===== src/verilog/pdeo_pkg.sv =====
// constants for the port d/e alternate function override block
// assumes one system clock domain and 8-bit port registers
package pdeo_pkg;
    localparam int PDEO_PORT_W = 8;
    localparam int PDEO_PM_W = 4;
    // port d lcd hand-over thresholds, by pin pair
    localparam logic [3:0] PDEO_PM_THR_76 = 4'h1;
    localparam logic [3:0] PDEO_PM_THR_54 = 4'h2;
    localparam logic [3:0] PDEO_PM_THR_32 = 4'h3;
    localparam logic [3:0] PDEO_PM_THR_10 = 4'h4;
    // port d pin positions
    localparam int PDEO_D_CAPTURE = 0;
    localparam int PDEO_D_EXT_IRQ = 1;
    // port e pin positions
    localparam int PDEO_E_RX = 0;
    localparam int PDEO_E_TX = 1;
    localparam int PDEO_E_XCLK = 2;
    localparam int PDEO_E_CMP_NEG = 3;
    localparam int PDEO_E_SCLK = 4;
    localparam int PDEO_E_SDATA = 5;
    localparam int PDEO_E_SDOUT = 6;
    localparam int PDEO_E_CLKOUT = 7;
    // reset values of the registered pin controls
    localparam logic [7:0] PDEO_RST_PINS = 8'h00;
    localparam logic PDEO_RST_BIT = 1'b0;
endpackage


===== src/verilog/pdeo_pin_resolve.sv =====
// per-pin override resolution for one port of W pins
// assumes override pairs and port settings are on the system clock
`timescale 1ns/10ps
module pdeo_pin_resolve
    import pdeo_pkg::*;
#(
    parameter int W = PDEO_PORT_W
) (
    input wire logic [W-1:0] latch,
    input wire logic [W-1:0] dir,
    input wire logic pull_disable,
    input wire logic sleep_gate,
    input wire logic [W-1:0] puoe,
    input wire logic [W-1:0] puov,
    input wire logic [W-1:0] ddoe,
    input wire logic [W-1:0] ddov,
    input wire logic [W-1:0] pvoe,
    input wire logic [W-1:0] pvov,
    input wire logic [W-1:0] dieoe,
    input wire logic [W-1:0] dieov,
    output logic [W-1:0] pull_en,
    output logic [W-1:0] drive,
    output logic [W-1:0] value,
    output logic [W-1:0] die
);
    initial begin
        if (W < 1) begin
            $error("pdeo_pin_resolve: W must be at least 1");
        end
    end

    // override value wins when its enable is set
    always_comb begin
        for (int i = 0; i < W; i++) begin
            pull_en[i] = puoe[i] ? puov[i]
                : (latch[i] & ~dir[i] & ~pull_disable);
            drive[i] = ddoe[i] ? ddov[i] : dir[i];
            value[i] = pvoe[i] ? pvov[i] : latch[i];
            die[i] = dieoe[i] ? dieov[i] : ~sleep_gate;
        end
    end
endmodule


===== src/verilog/pdeo_override.sv =====
// pin override logic for the lcd-shared port d and serial port e
// assumes all controls come from logic on clk; pins are asynchronous
//
// Operation
// - port d pin 0 feeds the 16-bit timer capture trigger input.
// - with the clock-out fuse set, port e pin 7 drives the divided clock.
// - with the fuse set, the divided clock is driven during reset too.
// - direction bit 2 makes the usart external clock output or input.
// - the external clock pin function exists only in synchronous mode.
// - an enabled receiver forces port e pin 0 to input and takes it.
// - the forced receive input gets a pull-up from its latch bit.
// - lcd on and mask count above a pin threshold hands port d pins over.
// - two-wire mode overrides the serial clock pin direction, and its value when its direction bit is set.
// - two-wire mode sets serial data direction from data out and latch.
// - an enabled transmitter forces port e pin 1 out with transmit data.
// - masked pin change pins keep digital input when the group is on.
`timescale 1ns/10ps
module pdeo_override
    import pdeo_pkg::*;
(
    input wire logic clk,
    input wire logic arst_n,
    input wire logic [7:0] d_latch,
    input wire logic [7:0] d_dir,
    input wire logic [7:0] e_latch,
    input wire logic [7:0] e_dir,
    input wire logic global_pullup_disable,
    input wire logic input_sleep_gate,
    input wire logic lcd_on,
    input wire logic [PDEO_PM_W-1:0] segment_port_mask_count,
    input wire logic ext_irq_enable,
    input wire logic clock_out_fuse,
    input wire logic divided_sysclk_out,
    input wire logic usart_sync_mode,
    input wire logic usart_ext_clock_out,
    input wire logic transmitter_on,
    input wire logic receiver_on,
    input wire logic transmit_data,
    input wire logic serial_two_wire_mode,
    input wire logic serial_three_wire_mode,
    input wire logic serial_clock_hold,
    input wire logic serial_clock_toggle,
    input wire logic serial_data_out,
    input wire logic start_cond_irq_enable,
    input wire logic comp_pos_input_disable,
    input wire logic comp_neg_input_disable,
    input wire logic pin_change_group_enable,
    input wire logic [7:0] pin_change_mask_bit,
    input wire logic [7:0] d_pin_in,
    input wire logic [7:0] e_pin_in,
    output logic [7:0] d_pin_out,
    output logic [7:0] d_pin_oe,
    output logic [7:0] d_pullup,
    output logic [7:0] d_lcd_segment,
    output logic [7:0] e_pin_out,
    output logic [7:0] e_pin_oe,
    output logic [7:0] e_pullup,
    output logic capture_trigger_in,
    output logic ext_irq_in,
    output logic usart_rx_in,
    output logic usart_ext_clock_in,
    output logic serial_if_data_in,
    output logic serial_if_clock,
    output logic [7:0] pin_change_in
);
    function automatic logic lcd_take(input logic [PDEO_PM_W-1:0] cnt,
                                      input logic [3:0] thr);
        lcd_take = lcd_on & (cnt > thr);
    endfunction

    logic [7:0] d_sync1;
    logic [7:0] d_sync2;
    logic [7:0] e_sync1;
    logic [7:0] e_sync2;
    logic [7:0] lcd_hand;
    logic [7:0] pc_keep;
    logic ext_clk_drive;
    logic scl_toggle;
    logic next_scl_toggle;
    logic [7:0] d_puoe, d_puov, d_ddoe, d_ddov;
    logic [7:0] d_pvoe, d_pvov, d_dieoe, d_dieov;
    logic [7:0] e_puoe, e_puov, e_ddoe, e_ddov;
    logic [7:0] e_pvoe, e_pvov, e_dieoe, e_dieov;
    logic [7:0] d_pu_c, d_oe_c, d_out_c, d_die_c;
    logic [7:0] e_pu_c, e_oe_c, e_out_c, e_die_c;
    logic [7:0] d_die, e_die;
    logic [7:0] e_out_r, e_oe_r;
    logic [7:0] next_d_pin_out, next_d_pin_oe, next_d_pullup;
    logic [7:0] next_d_lcd_segment, next_e_pullup;
    logic [7:0] next_pin_change_in;
    logic next_capture_trigger_in, next_ext_irq_in, next_usart_rx_in;
    logic next_usart_ext_clock_in, next_serial_if_data_in;
    logic next_serial_if_clock;

    // pin synchronisers
    always_ff @(posedge clk or negedge arst_n) begin
        if (!arst_n) begin
            d_sync1 <= PDEO_RST_PINS;
            d_sync2 <= PDEO_RST_PINS;
            e_sync1 <= PDEO_RST_PINS;
            e_sync2 <= PDEO_RST_PINS;
        end else begin
            d_sync1 <= d_pin_in;
            d_sync2 <= d_sync1;
            e_sync1 <= e_pin_in;
            e_sync2 <= e_sync1;
        end
    end

    // override pairs for both ports
    always_comb begin
        lcd_hand[7] = lcd_take(segment_port_mask_count, PDEO_PM_THR_76);
        lcd_hand[6] = lcd_hand[7];
        lcd_hand[5] = lcd_take(segment_port_mask_count, PDEO_PM_THR_54);
        lcd_hand[4] = lcd_hand[5];
        lcd_hand[3] = lcd_take(segment_port_mask_count, PDEO_PM_THR_32);
        lcd_hand[2] = lcd_hand[3];
        lcd_hand[1] = lcd_take(segment_port_mask_count, PDEO_PM_THR_10);
        lcd_hand[0] = lcd_hand[1];
        d_puoe = lcd_hand;
        d_puov = PDEO_RST_PINS;
        d_ddoe = lcd_hand;
        d_ddov = PDEO_RST_PINS;
        d_pvoe = PDEO_RST_PINS;
        d_pvov = PDEO_RST_PINS;
        d_dieoe = lcd_hand;
        d_dieov = PDEO_RST_PINS;
        // external irq keeps its input unless the lcd has the pin
        d_dieoe[PDEO_D_EXT_IRQ] = lcd_hand[PDEO_D_EXT_IRQ] | ext_irq_enable;
        d_dieov[PDEO_D_EXT_IRQ] = ~lcd_hand[PDEO_D_EXT_IRQ] & ext_irq_enable;

        pc_keep = pin_change_mask_bit & {8{pin_change_group_enable}};
        ext_clk_drive = usart_sync_mode & e_dir[PDEO_E_XCLK];
        e_puoe = PDEO_RST_PINS;
        e_puov = PDEO_RST_PINS;
        e_ddoe = PDEO_RST_PINS;
        e_ddov = PDEO_RST_PINS;
        e_pvoe = PDEO_RST_PINS;
        e_pvov = PDEO_RST_PINS;
        e_dieoe = pc_keep;
        e_dieov = pc_keep;
        // receiver: forced input, pull-up from latch
        e_puoe[PDEO_E_RX] = receiver_on;
        e_puov[PDEO_E_RX] = e_latch[PDEO_E_RX] & ~global_pullup_disable;
        e_ddoe[PDEO_E_RX] = receiver_on;
        // transmitter
        e_puoe[PDEO_E_TX] = transmitter_on;
        e_ddoe[PDEO_E_TX] = transmitter_on;
        e_ddov[PDEO_E_TX] = 1'b1;
        e_pvoe[PDEO_E_TX] = transmitter_on;
        e_pvov[PDEO_E_TX] = transmit_data;
        // external clock out in synchronous mode
        e_puoe[PDEO_E_XCLK] = ext_clk_drive;
        e_pvoe[PDEO_E_XCLK] = ext_clk_drive;
        e_pvov[PDEO_E_XCLK] = usart_ext_clock_out;
        // comparator inputs: disable bit turns buffer off unless pin change needs it
        e_dieoe[PDEO_E_XCLK] = pc_keep[PDEO_E_XCLK] | comp_pos_input_disable;
        e_dieoe[PDEO_E_CMP_NEG] = pc_keep[PDEO_E_CMP_NEG]
            | comp_neg_input_disable;
        // two-wire serial clock, toggle flips the held level
        e_ddoe[PDEO_E_SCLK] = serial_two_wire_mode;
        e_ddov[PDEO_E_SCLK] = ((serial_clock_hold | e_latch[PDEO_E_SCLK])
            & e_dir[PDEO_E_SCLK]) ^ scl_toggle;
        e_puoe[PDEO_E_SCLK] = serial_two_wire_mode;
        e_pvoe[PDEO_E_SCLK] = serial_two_wire_mode & e_dir[PDEO_E_SCLK];
        // two-wire serial data
        e_puoe[PDEO_E_SDATA] = serial_two_wire_mode;
        e_ddoe[PDEO_E_SDATA] = serial_two_wire_mode;
        e_ddov[PDEO_E_SDATA] = (serial_data_out | e_latch[PDEO_E_SDATA])
            & e_dir[PDEO_E_SDATA];
        e_pvoe[PDEO_E_SDATA] = serial_two_wire_mode & e_dir[PDEO_E_SDATA];
        // start detector keeps both serial inputs alive
        e_dieoe[PDEO_E_SCLK] = pc_keep[PDEO_E_SCLK] | start_cond_irq_enable;
        e_dieov[PDEO_E_SCLK] = 1'b1;
        e_dieoe[PDEO_E_SDATA] = pc_keep[PDEO_E_SDATA]
            | start_cond_irq_enable;
        e_dieov[PDEO_E_SDATA] = 1'b1;
        // three-wire data output, direction left to its bit
        e_pvoe[PDEO_E_SDOUT] = serial_three_wire_mode;
        e_pvov[PDEO_E_SDOUT] = serial_data_out;
        // clock-out fuse
        e_ddoe[PDEO_E_CLKOUT] = clock_out_fuse;
        e_ddov[PDEO_E_CLKOUT] = 1'b1;
        e_pvoe[PDEO_E_CLKOUT] = clock_out_fuse;
        e_pvov[PDEO_E_CLKOUT] = divided_sysclk_out;
    end

    pdeo_pin_resolve #(.W(PDEO_PORT_W)) u_port_d (
        .latch(d_latch),
        .dir(d_dir),
        .pull_disable(global_pullup_disable),
        .sleep_gate(input_sleep_gate),
        .puoe(d_puoe),
        .puov(d_puov),
        .ddoe(d_ddoe),
        .ddov(d_ddov),
        .pvoe(d_pvoe),
        .pvov(d_pvov),
        .dieoe(d_dieoe),
        .dieov(d_dieov),
        .pull_en(d_pu_c),
        .drive(d_oe_c),
        .value(d_out_c),
        .die(d_die_c)
    );

    pdeo_pin_resolve #(.W(PDEO_PORT_W)) u_port_e (
        .latch(e_latch),
        .dir(e_dir),
        .pull_disable(global_pullup_disable),
        .sleep_gate(input_sleep_gate),
        .puoe(e_puoe),
        .puov(e_puov),
        .ddoe(e_ddoe),
        .ddov(e_ddov),
        .pvoe(e_pvoe),
        .pvov(e_pvov),
        .dieoe(e_dieoe),
        .dieov(e_dieov),
        .pull_en(e_pu_c),
        .drive(e_oe_c),
        .value(e_out_c),
        .die(e_die_c)
    );

    // next register values
    always_comb begin
        next_d_pin_out = d_out_c;
        next_d_pin_oe = d_oe_c;
        next_d_pullup = d_pu_c;
        next_d_lcd_segment = lcd_hand;
        next_e_pullup = e_pu_c;
        next_scl_toggle = serial_two_wire_mode
            & (scl_toggle ^ serial_clock_toggle);
        next_capture_trigger_in = d_sync2[PDEO_D_CAPTURE]
            & d_die[PDEO_D_CAPTURE];
        next_ext_irq_in = d_sync2[PDEO_D_EXT_IRQ] & d_die[PDEO_D_EXT_IRQ];
        next_usart_rx_in = receiver_on & e_sync2[PDEO_E_RX]
            & e_die[PDEO_E_RX];
        next_usart_ext_clock_in = usart_sync_mode & ~e_dir[PDEO_E_XCLK]
            & e_sync2[PDEO_E_XCLK] & e_die[PDEO_E_XCLK];
        next_serial_if_data_in = e_sync2[PDEO_E_SDATA]
            & e_die[PDEO_E_SDATA];
        next_serial_if_clock = e_sync2[PDEO_E_SCLK] & e_die[PDEO_E_SCLK];
        next_pin_change_in = e_sync2 & e_die;
    end

    always_ff @(posedge clk or negedge arst_n) begin
        if (!arst_n) begin
            d_pin_out <= PDEO_RST_PINS;
            d_pin_oe <= PDEO_RST_PINS;
            d_pullup <= PDEO_RST_PINS;
            d_lcd_segment <= PDEO_RST_PINS;
            d_die <= PDEO_RST_PINS;
            e_out_r <= PDEO_RST_PINS;
            e_oe_r <= PDEO_RST_PINS;
            e_pullup <= PDEO_RST_PINS;
            e_die <= PDEO_RST_PINS;
            scl_toggle <= PDEO_RST_BIT;
            capture_trigger_in <= PDEO_RST_BIT;
            ext_irq_in <= PDEO_RST_BIT;
            usart_rx_in <= PDEO_RST_BIT;
            usart_ext_clock_in <= PDEO_RST_BIT;
            serial_if_data_in <= PDEO_RST_BIT;
            serial_if_clock <= PDEO_RST_BIT;
            pin_change_in <= PDEO_RST_PINS;
        end else begin
            d_pin_out <= next_d_pin_out;
            d_pin_oe <= next_d_pin_oe;
            d_pullup <= next_d_pullup;
            d_lcd_segment <= next_d_lcd_segment;
            d_die <= d_die_c;
            e_out_r <= e_out_c;
            e_oe_r <= e_oe_c;
            e_pullup <= next_e_pullup;
            e_die <= e_die_c;
            scl_toggle <= next_scl_toggle;
            capture_trigger_in <= next_capture_trigger_in;
            ext_irq_in <= next_ext_irq_in;
            usart_rx_in <= next_usart_rx_in;
            usart_ext_clock_in <= next_usart_ext_clock_in;
            serial_if_data_in <= next_serial_if_data_in;
            serial_if_clock <= next_serial_if_clock;
            pin_change_in <= next_pin_change_in;
        end
    end

    // clock-out pin bypasses the flops so it runs in reset
    always_comb begin
        e_pin_out = e_out_r;
        e_pin_oe = e_oe_r;
        e_pin_out[PDEO_E_CLKOUT] = clock_out_fuse ? divided_sysclk_out
            : e_out_r[PDEO_E_CLKOUT];
        e_pin_oe[PDEO_E_CLKOUT] = clock_out_fuse | e_oe_r[PDEO_E_CLKOUT];
    end
endmodule


===== config.mk =====
export PLATFORM = sky130hd
export DESIGN_NAME = pdeo_override
export DESIGN_NICKNAME = d
export VERILOG_FILES = /design/src/verilog/pdeo_pkg.sv /design/src/verilog/pdeo_pin_resolve.sv /design/src/verilog/pdeo_override.sv
export SDC_FILE = /design/constraint.sdc
export NUM_CORES = 1
export LEC_CHECK = 0
export BUFFER_PORTS_ARGS = -buffer_cell sky130_fd_sc_hd__buf_2
export CORE_ASPECT_RATIO = 0.7
export CORE_MARGIN = 4
export CORE_UTILIZATION = 41
export CTS_CLUSTER_SIZE = 10
export DETAILED_ROUTE_END_ITERATION = 10
export GPL_ROUTABILITY_DRIVEN = 0
export PLACE_DENSITY_LB_ADDON = 0.05
export SLEW_MARGIN = 20
export SYNTH_ARGS = -nofsm -noshare
export SYNTH_HDL_FRONTEND = slang
export SYNTH_SLANG_ARGS = --single-unit

===== constraint.sdc =====
create_clock -name clk -period 0.8 [get_ports clk]
set_input_delay 0.04 -clock clk [delete_from_list [all_inputs] [get_ports clk]]
set_output_delay 0.04 -clock clk [all_outputs]
set_load 0.03 [all_outputs]

-- After elaboration in Yosys (flattened, before gate mapping)
Index checks and enable logic that the tools add are counted.
- flip-flop bits (word level): 100
- input bits: 82
- order comparisons: 4
- mux-type cells: 43
- bitwise gates (word level): 84
- operator list (cell ; number):
    1-bit AND ; 53
    1-bit two-way mux ; 43
    1-bit inverter ; 19
    8-bit AND ; 2
    4-bit by 2-bit greater-than comparator with 1-bit output (second input constant) ; 2
    1-bit OR ; 8
    4-bit by 1-bit greater-than comparator with 1-bit output (second input constant) ; 1
    4-bit by 3-bit greater-than comparator with 1-bit output (second input constant) ; 1
    1-bit XOR ; 2

-- Logic depth before layout (Yosys ltp)
- depth after elaboration: 5
- gate-level depth with buffers: 3
- mapped depth without buffers: 3

-- Cells and area by module
Synthesis repeated with hierarchy kept, for this count alone.
- cells, all modules: 290
- area total of the unflattened synthesis: 3702.3 µm²
- by module, submodules not included (module ; instances ; cells an instance ; area an instance (µm²)):
    pdeo_override ; 1 ; 160 ; 2839.0
    pdeo_pin_resolve ; 2 ; 65 ; 431.7

-- Worst setup path before layout
No wires, ideal clock.
- path type: reg-to-output
- from: register e_out_r[7]
- to: output port e_pin_out[7]
- arrival: 1.021 ns
- required time: 0.760 ns
- slack: -0.261 ns
- cell stages (with the launch flop): 3
- buffers on the path: 0
- path through: dfrtp_1 -> inv_1 -> o21ai_0
- word-level cells in the longest chain between the ends: 1
- ends and longest elaborated chain (what ; line ; text):
    from (decl) ; pdeo_override.sv:87 ; logic [7:0] e_out_r, e_oe_r;
    from (signal assigned) ; pdeo_override.sv:273 ; e_out_r <= e_out_c;
    1-bit two-way mux ; pdeo_override.sv:292 ; e_pin_out[PDEO_E_CLKOUT] = clock_out_fuse ? divided_sysclk_out
    to (decl) ; pdeo_override.sv:55 ; output logic [7:0] e_pin_out,
No other way between the ends.

-- Worst setup path after layout
- from: register e_oe_r[7]
- to: output port e_pin_oe[7]
- word-level cells in the longest chain between the ends: 1
- ends and longest elaborated chain (what ; line ; text):
    from (decl) ; pdeo_override.sv:87 ;
    from (signal assigned) ; pdeo_override.sv:274 ; e_oe_r <= e_oe_c;
    1-bit OR ; pdeo_override.sv:294 ; e_pin_oe[PDEO_E_CLKOUT] = clock_out_fuse | e_oe_r[PDEO_E_CLKOUT];
    to (decl) ; pdeo_override.sv:56 ; output logic [7:0] e_pin_oe,
No other way between the ends.

==> flow_summary_export.csv <==
group,metric,value,unit
status,status,"finished with violations",
status,violations,"negative hold slack, negative setup slack",
worst_setup_path,cp-end-kind,"primary output",
sta,slew_violations,0,
cells_and_area,layout-drive-gt1-share,0.455,
synth,synth_fp_nets,288,
power_and_ir_drop,p_leak,2.54,nW
clock_tree,cts.htree.levels,3,
cells_and_area,ff_latch_area,0.00238,sq mm
worst_setup_path,crit_fanout,1,
power_and_ir_drop,p_comb_frac,0.181,
sta,period_share,1.39,
global_route,grt_max_degree,33,
synth,avgSynthCellArea,15.3,sq um
route,viasPerCell,4.41,
global_route,grt_overflow,0,
clock_tree,clock-root-buffer,"clkbuf_8",
sta,tns,-7.98,ns
sta,fin_worst_hold_slack,-0.0771,ns
synth,ys_seq_area_frac,0.753,
power_and_ir_drop,p_per_area,1840,mW/mm^2
clock_tree,clockBufferDepth,2,
route,post-route-drc-count,0,
cells_and_area,n_antenna_cell,0,
place,dpl.hpwl,4.73,mm
route,drt_first_pass_iters,4,
flow_run,cap_violations,0,
floorplanning,initial_core_util,0.427,
global_route,busiest_layer,"met2",
cells_and_area,fin_area,0.00522,sq mm
power_and_ir_drop,p_sw,2.55,mW
power_and_ir_drop,vdd_drop_max,0.993,mV
cells_and_area,nets,492,
clock_tree,clk_latency,0.34,ns
worst_setup_path,cp-start-kind,"flop",
worst_setup_path,critPathArrivalTime,1.08,ns
place,placed_cell_area,0.00390,sq mm
route,via_count,2262,
route,drt_iter0_drc,62,
clock_tree,postCtsSetupBuffers,0,
floorplanning,design.core.area,0.00738,sq mm
floorplanning,die_area,0.00919,sq mm
sta,worstMarginPinSlew,0.450,ns
clock_tree,cts_inserted_buffers,9,
worst_setup_path,worstSetupPathType,"reg -> out",
clock_tree,ctsHoldBuffers,69,
floorplanning,num_io_pins,152,
floorplanning,die_x,113,um
route,ant_nets,0,
worst_setup_path,cp.required,0.76,ns
sta,rsz0062_at_grt,"yes",
power_and_ir_drop,netSwitchingFraction,0.265,
synth,syn_area,0.00316,sq mm
synth,synth_warnings,0,
global_route,grtUsageMet2,0.304,
global_route,grtUsageMet1,0.198,
power_and_ir_drop,seq_power_share,0.537,
global_route,antenna_found_initial,0,
synth,yosysUniqueCellTypes,32,
clock_tree,path_clk_slew,0.09,ns
sta,fmax,896,MHz
route,wl_per_cell,14.5,um
sta,min_period,1.12,ns
worst_hold_path,worstHoldPathType,"in -> reg",
sta,setup_violations,71,
sta,setup_ws,-0.316,ns
global_route,grt_first_pass_wirelength,12.1,mm
power_and_ir_drop,p_total,9.63,mW
place,io_buffers,145,
sta,hold_viol,4,
sta,clock_skew,0.00300,ns
synth,synth-seq-cells,95,
cells_and_area,fillers,509,
cells_and_area,utilization,0.707,
route,routed_wl,7.45,mm
synth,syn_inst,206,
global_route,grt_usage,0.171,
global_route,grtUsageMet3,0.0581,
floorplanning,row_count,26,
cells_and_area,multi_input_area,604,sq um
power_and_ir_drop,p_int,7.09,mW
clock_tree,cts_tree,"built",
sta,slew_headroom,0.700,
cells_and_area,area_delta_synth_final,65.5,%
power_and_ir_drop,power_frac_clock,0.282,
global_route,grt_pass1_vias,2477,
clock_tree,clock_sinks,95,
floorplanning,die_h,81.4,um
[worst paths after layout]
check	to	slack (ns)	cells after the start	from
min in group asynchronous	d_pin_out[6]	0.08	2	arst_n
max in group asynchronous	usart_ext_clock_in	0.28	3	arst_n
max	e_pin_oe[7]	-0.32	2	e_oe_r[7]
min	e_oe_r[1]	-0.08	2	e_dir[1]
min reg2reg	e_sync2[0]	0.35	0	e_sync1[0]
max reg2reg	scl_toggle	-0.02	2	scl_toggle
[critical path, stage by stage (launching register included)]
cell	delay, ns
dfrtp_1	0.37
or2_4	0.22
buf_6	0.14
[Yosys cell counts (all sizes together)]
cell type / count / area, sq um
nor4b: 10 / 121
and3b: 1 / 8.76
mux2: 3 / 33.8
nor2: 4 / 17.5
nor3: 2 / 15.0
nand2: 16 / 60.1
a21oi: 1 / 5.00
clkbuf: 5 / 31.3
dfrtp: 95 / 2380
xor2: 1 / 8.76
nor2b: 7 / 46.3
or2: 3 / 18.8
and2b: 2 / 17.5
o31a: 1 / 17.5
buf: 20 / 150
a211oi: 1 / 7.51
o221a: 1 / 11.3
and3: 1 / 6.26
inv: 4 / 15.0
o21ai: 5 / 28.8
a21boi: 4 / 30.0
o2111ai: 1 / 8.76
nor3b: 5 / 37.5
and2: 13 / 81.3
[flip-flops by register name, indices dropped and copies added, names as in the netlist, 4 cells and up]
signal,count
e_oe_r,8
e_out_r,8
d_pin_oe,8
d_pin_out,8
e_sync1,8
e_sync2,8
d_lcd_segment,4
d_pullup,8
e_pullup,8
pin_change_in,8
e_die,8
[metal layers]
layer  up-vias  part of all wire  wire [um]
met5         -                 0          0
met4         0             0.013         97
met3        12             0.080        596
met2        97              0.54       4000
met1      1095              0.37       2760
li1       1058                 -          -
[final cells by class]
| cell class | instances | share of cell area |
|---|---|---|
| tap | 98 | 0.0235 |
| clock buffer | 10 | 0.0244 |
| multi-input combinational | 82 | 0.116 |
| inverter | 4 | 0.00287 |
| clock inverter | 6 | 0.00886 |
| timing repair buffer | 218 | 0.369 |
| sequential | 95 | 0.455 |
[layout by cell type (no fill, tap or decap), types with 2 or more instances in the layout]
master | synthesis | final
clkinv_4 | 0 | 2
o21ai_2 | 1 | 2
a21boi_0 | 4 | 4
o21ai_0 | 4 | 3
buf_2 | 0 | 73
nor2_1 | 3 | 3
nor2b_2 | 1 | 2
dlymetal6s4s_1 | 0 | 2
nand2_1 | 16 | 16
clkbuf_8 | 1 | 9
nor3b_1 | 5 | 4
mux2_2 | 3 | 3
inv_1 | 4 | 3
nor4b_1 | 6 | 5
clkinvlp_4 | 0 | 2
nor4b_2 | 3 | 4
buf_6 | 0 | 70
dlygate4sd3_1 | 0 | 66
nor2b_1 | 6 | 5
buf_4 | 20 | 4
and2_1 | 13 | 12
buf_12 | 0 | 3
or2_2 | 3 | 2
and2b_2 | 2 | 2
dfrtp_1 | 95 | 95
[stage by stage]
step | std cells | setup WS (ns) | hold slack, ns
floorplan | 206 | 0.0325 | -0.256
global placement | 429 | -0.0522 | -0.0841
detailed placement | 429 | -0.116 | -0.0818
CTS | 514 | -0.353 | -0.0851
global route | 513 | -0.370 | -0.0707
finish | 513 | -0.316 | -0.0771
[cells by family (layout without fill, tap and decap cells)]
| logic type | count (synthesis) | count (layout) | share of synthesized area |
|---|---|---|---|
| compound gates | 14 | 14 | 0.0345 |
| xor+xnor | 1 | 1 | 0.00278 |
| buf+inv | 29 | 238 | 0.0622 |
| flops | 95 | 95 | 0.753 |
| mux | 3 | 3 | 0.0107 |
| simple gates | 64 | 64 | 0.136 |
[power groups by stage]
stage / logic (mW) / registers, mW / clock network (mW)
detailed placement: 1.24 / 5.22 / 0
global route: 1.86 / 5.21 / 3.05
finish: 1.74 / 5.18 / 2.72
CTS: 1.73 / 5.18 / 2.87
floorplan: 0.470 / 5.47 / 0
global placement: 1.23 / 5.22 / 0
[what timing repair did]
action	CTS	global route
hold endpoints to repair	167	4
endpoints found under the setup margin	71	79
gates resized for setup	141	9
pin swaps	2	1
Power figures use the tool's default switching activity.
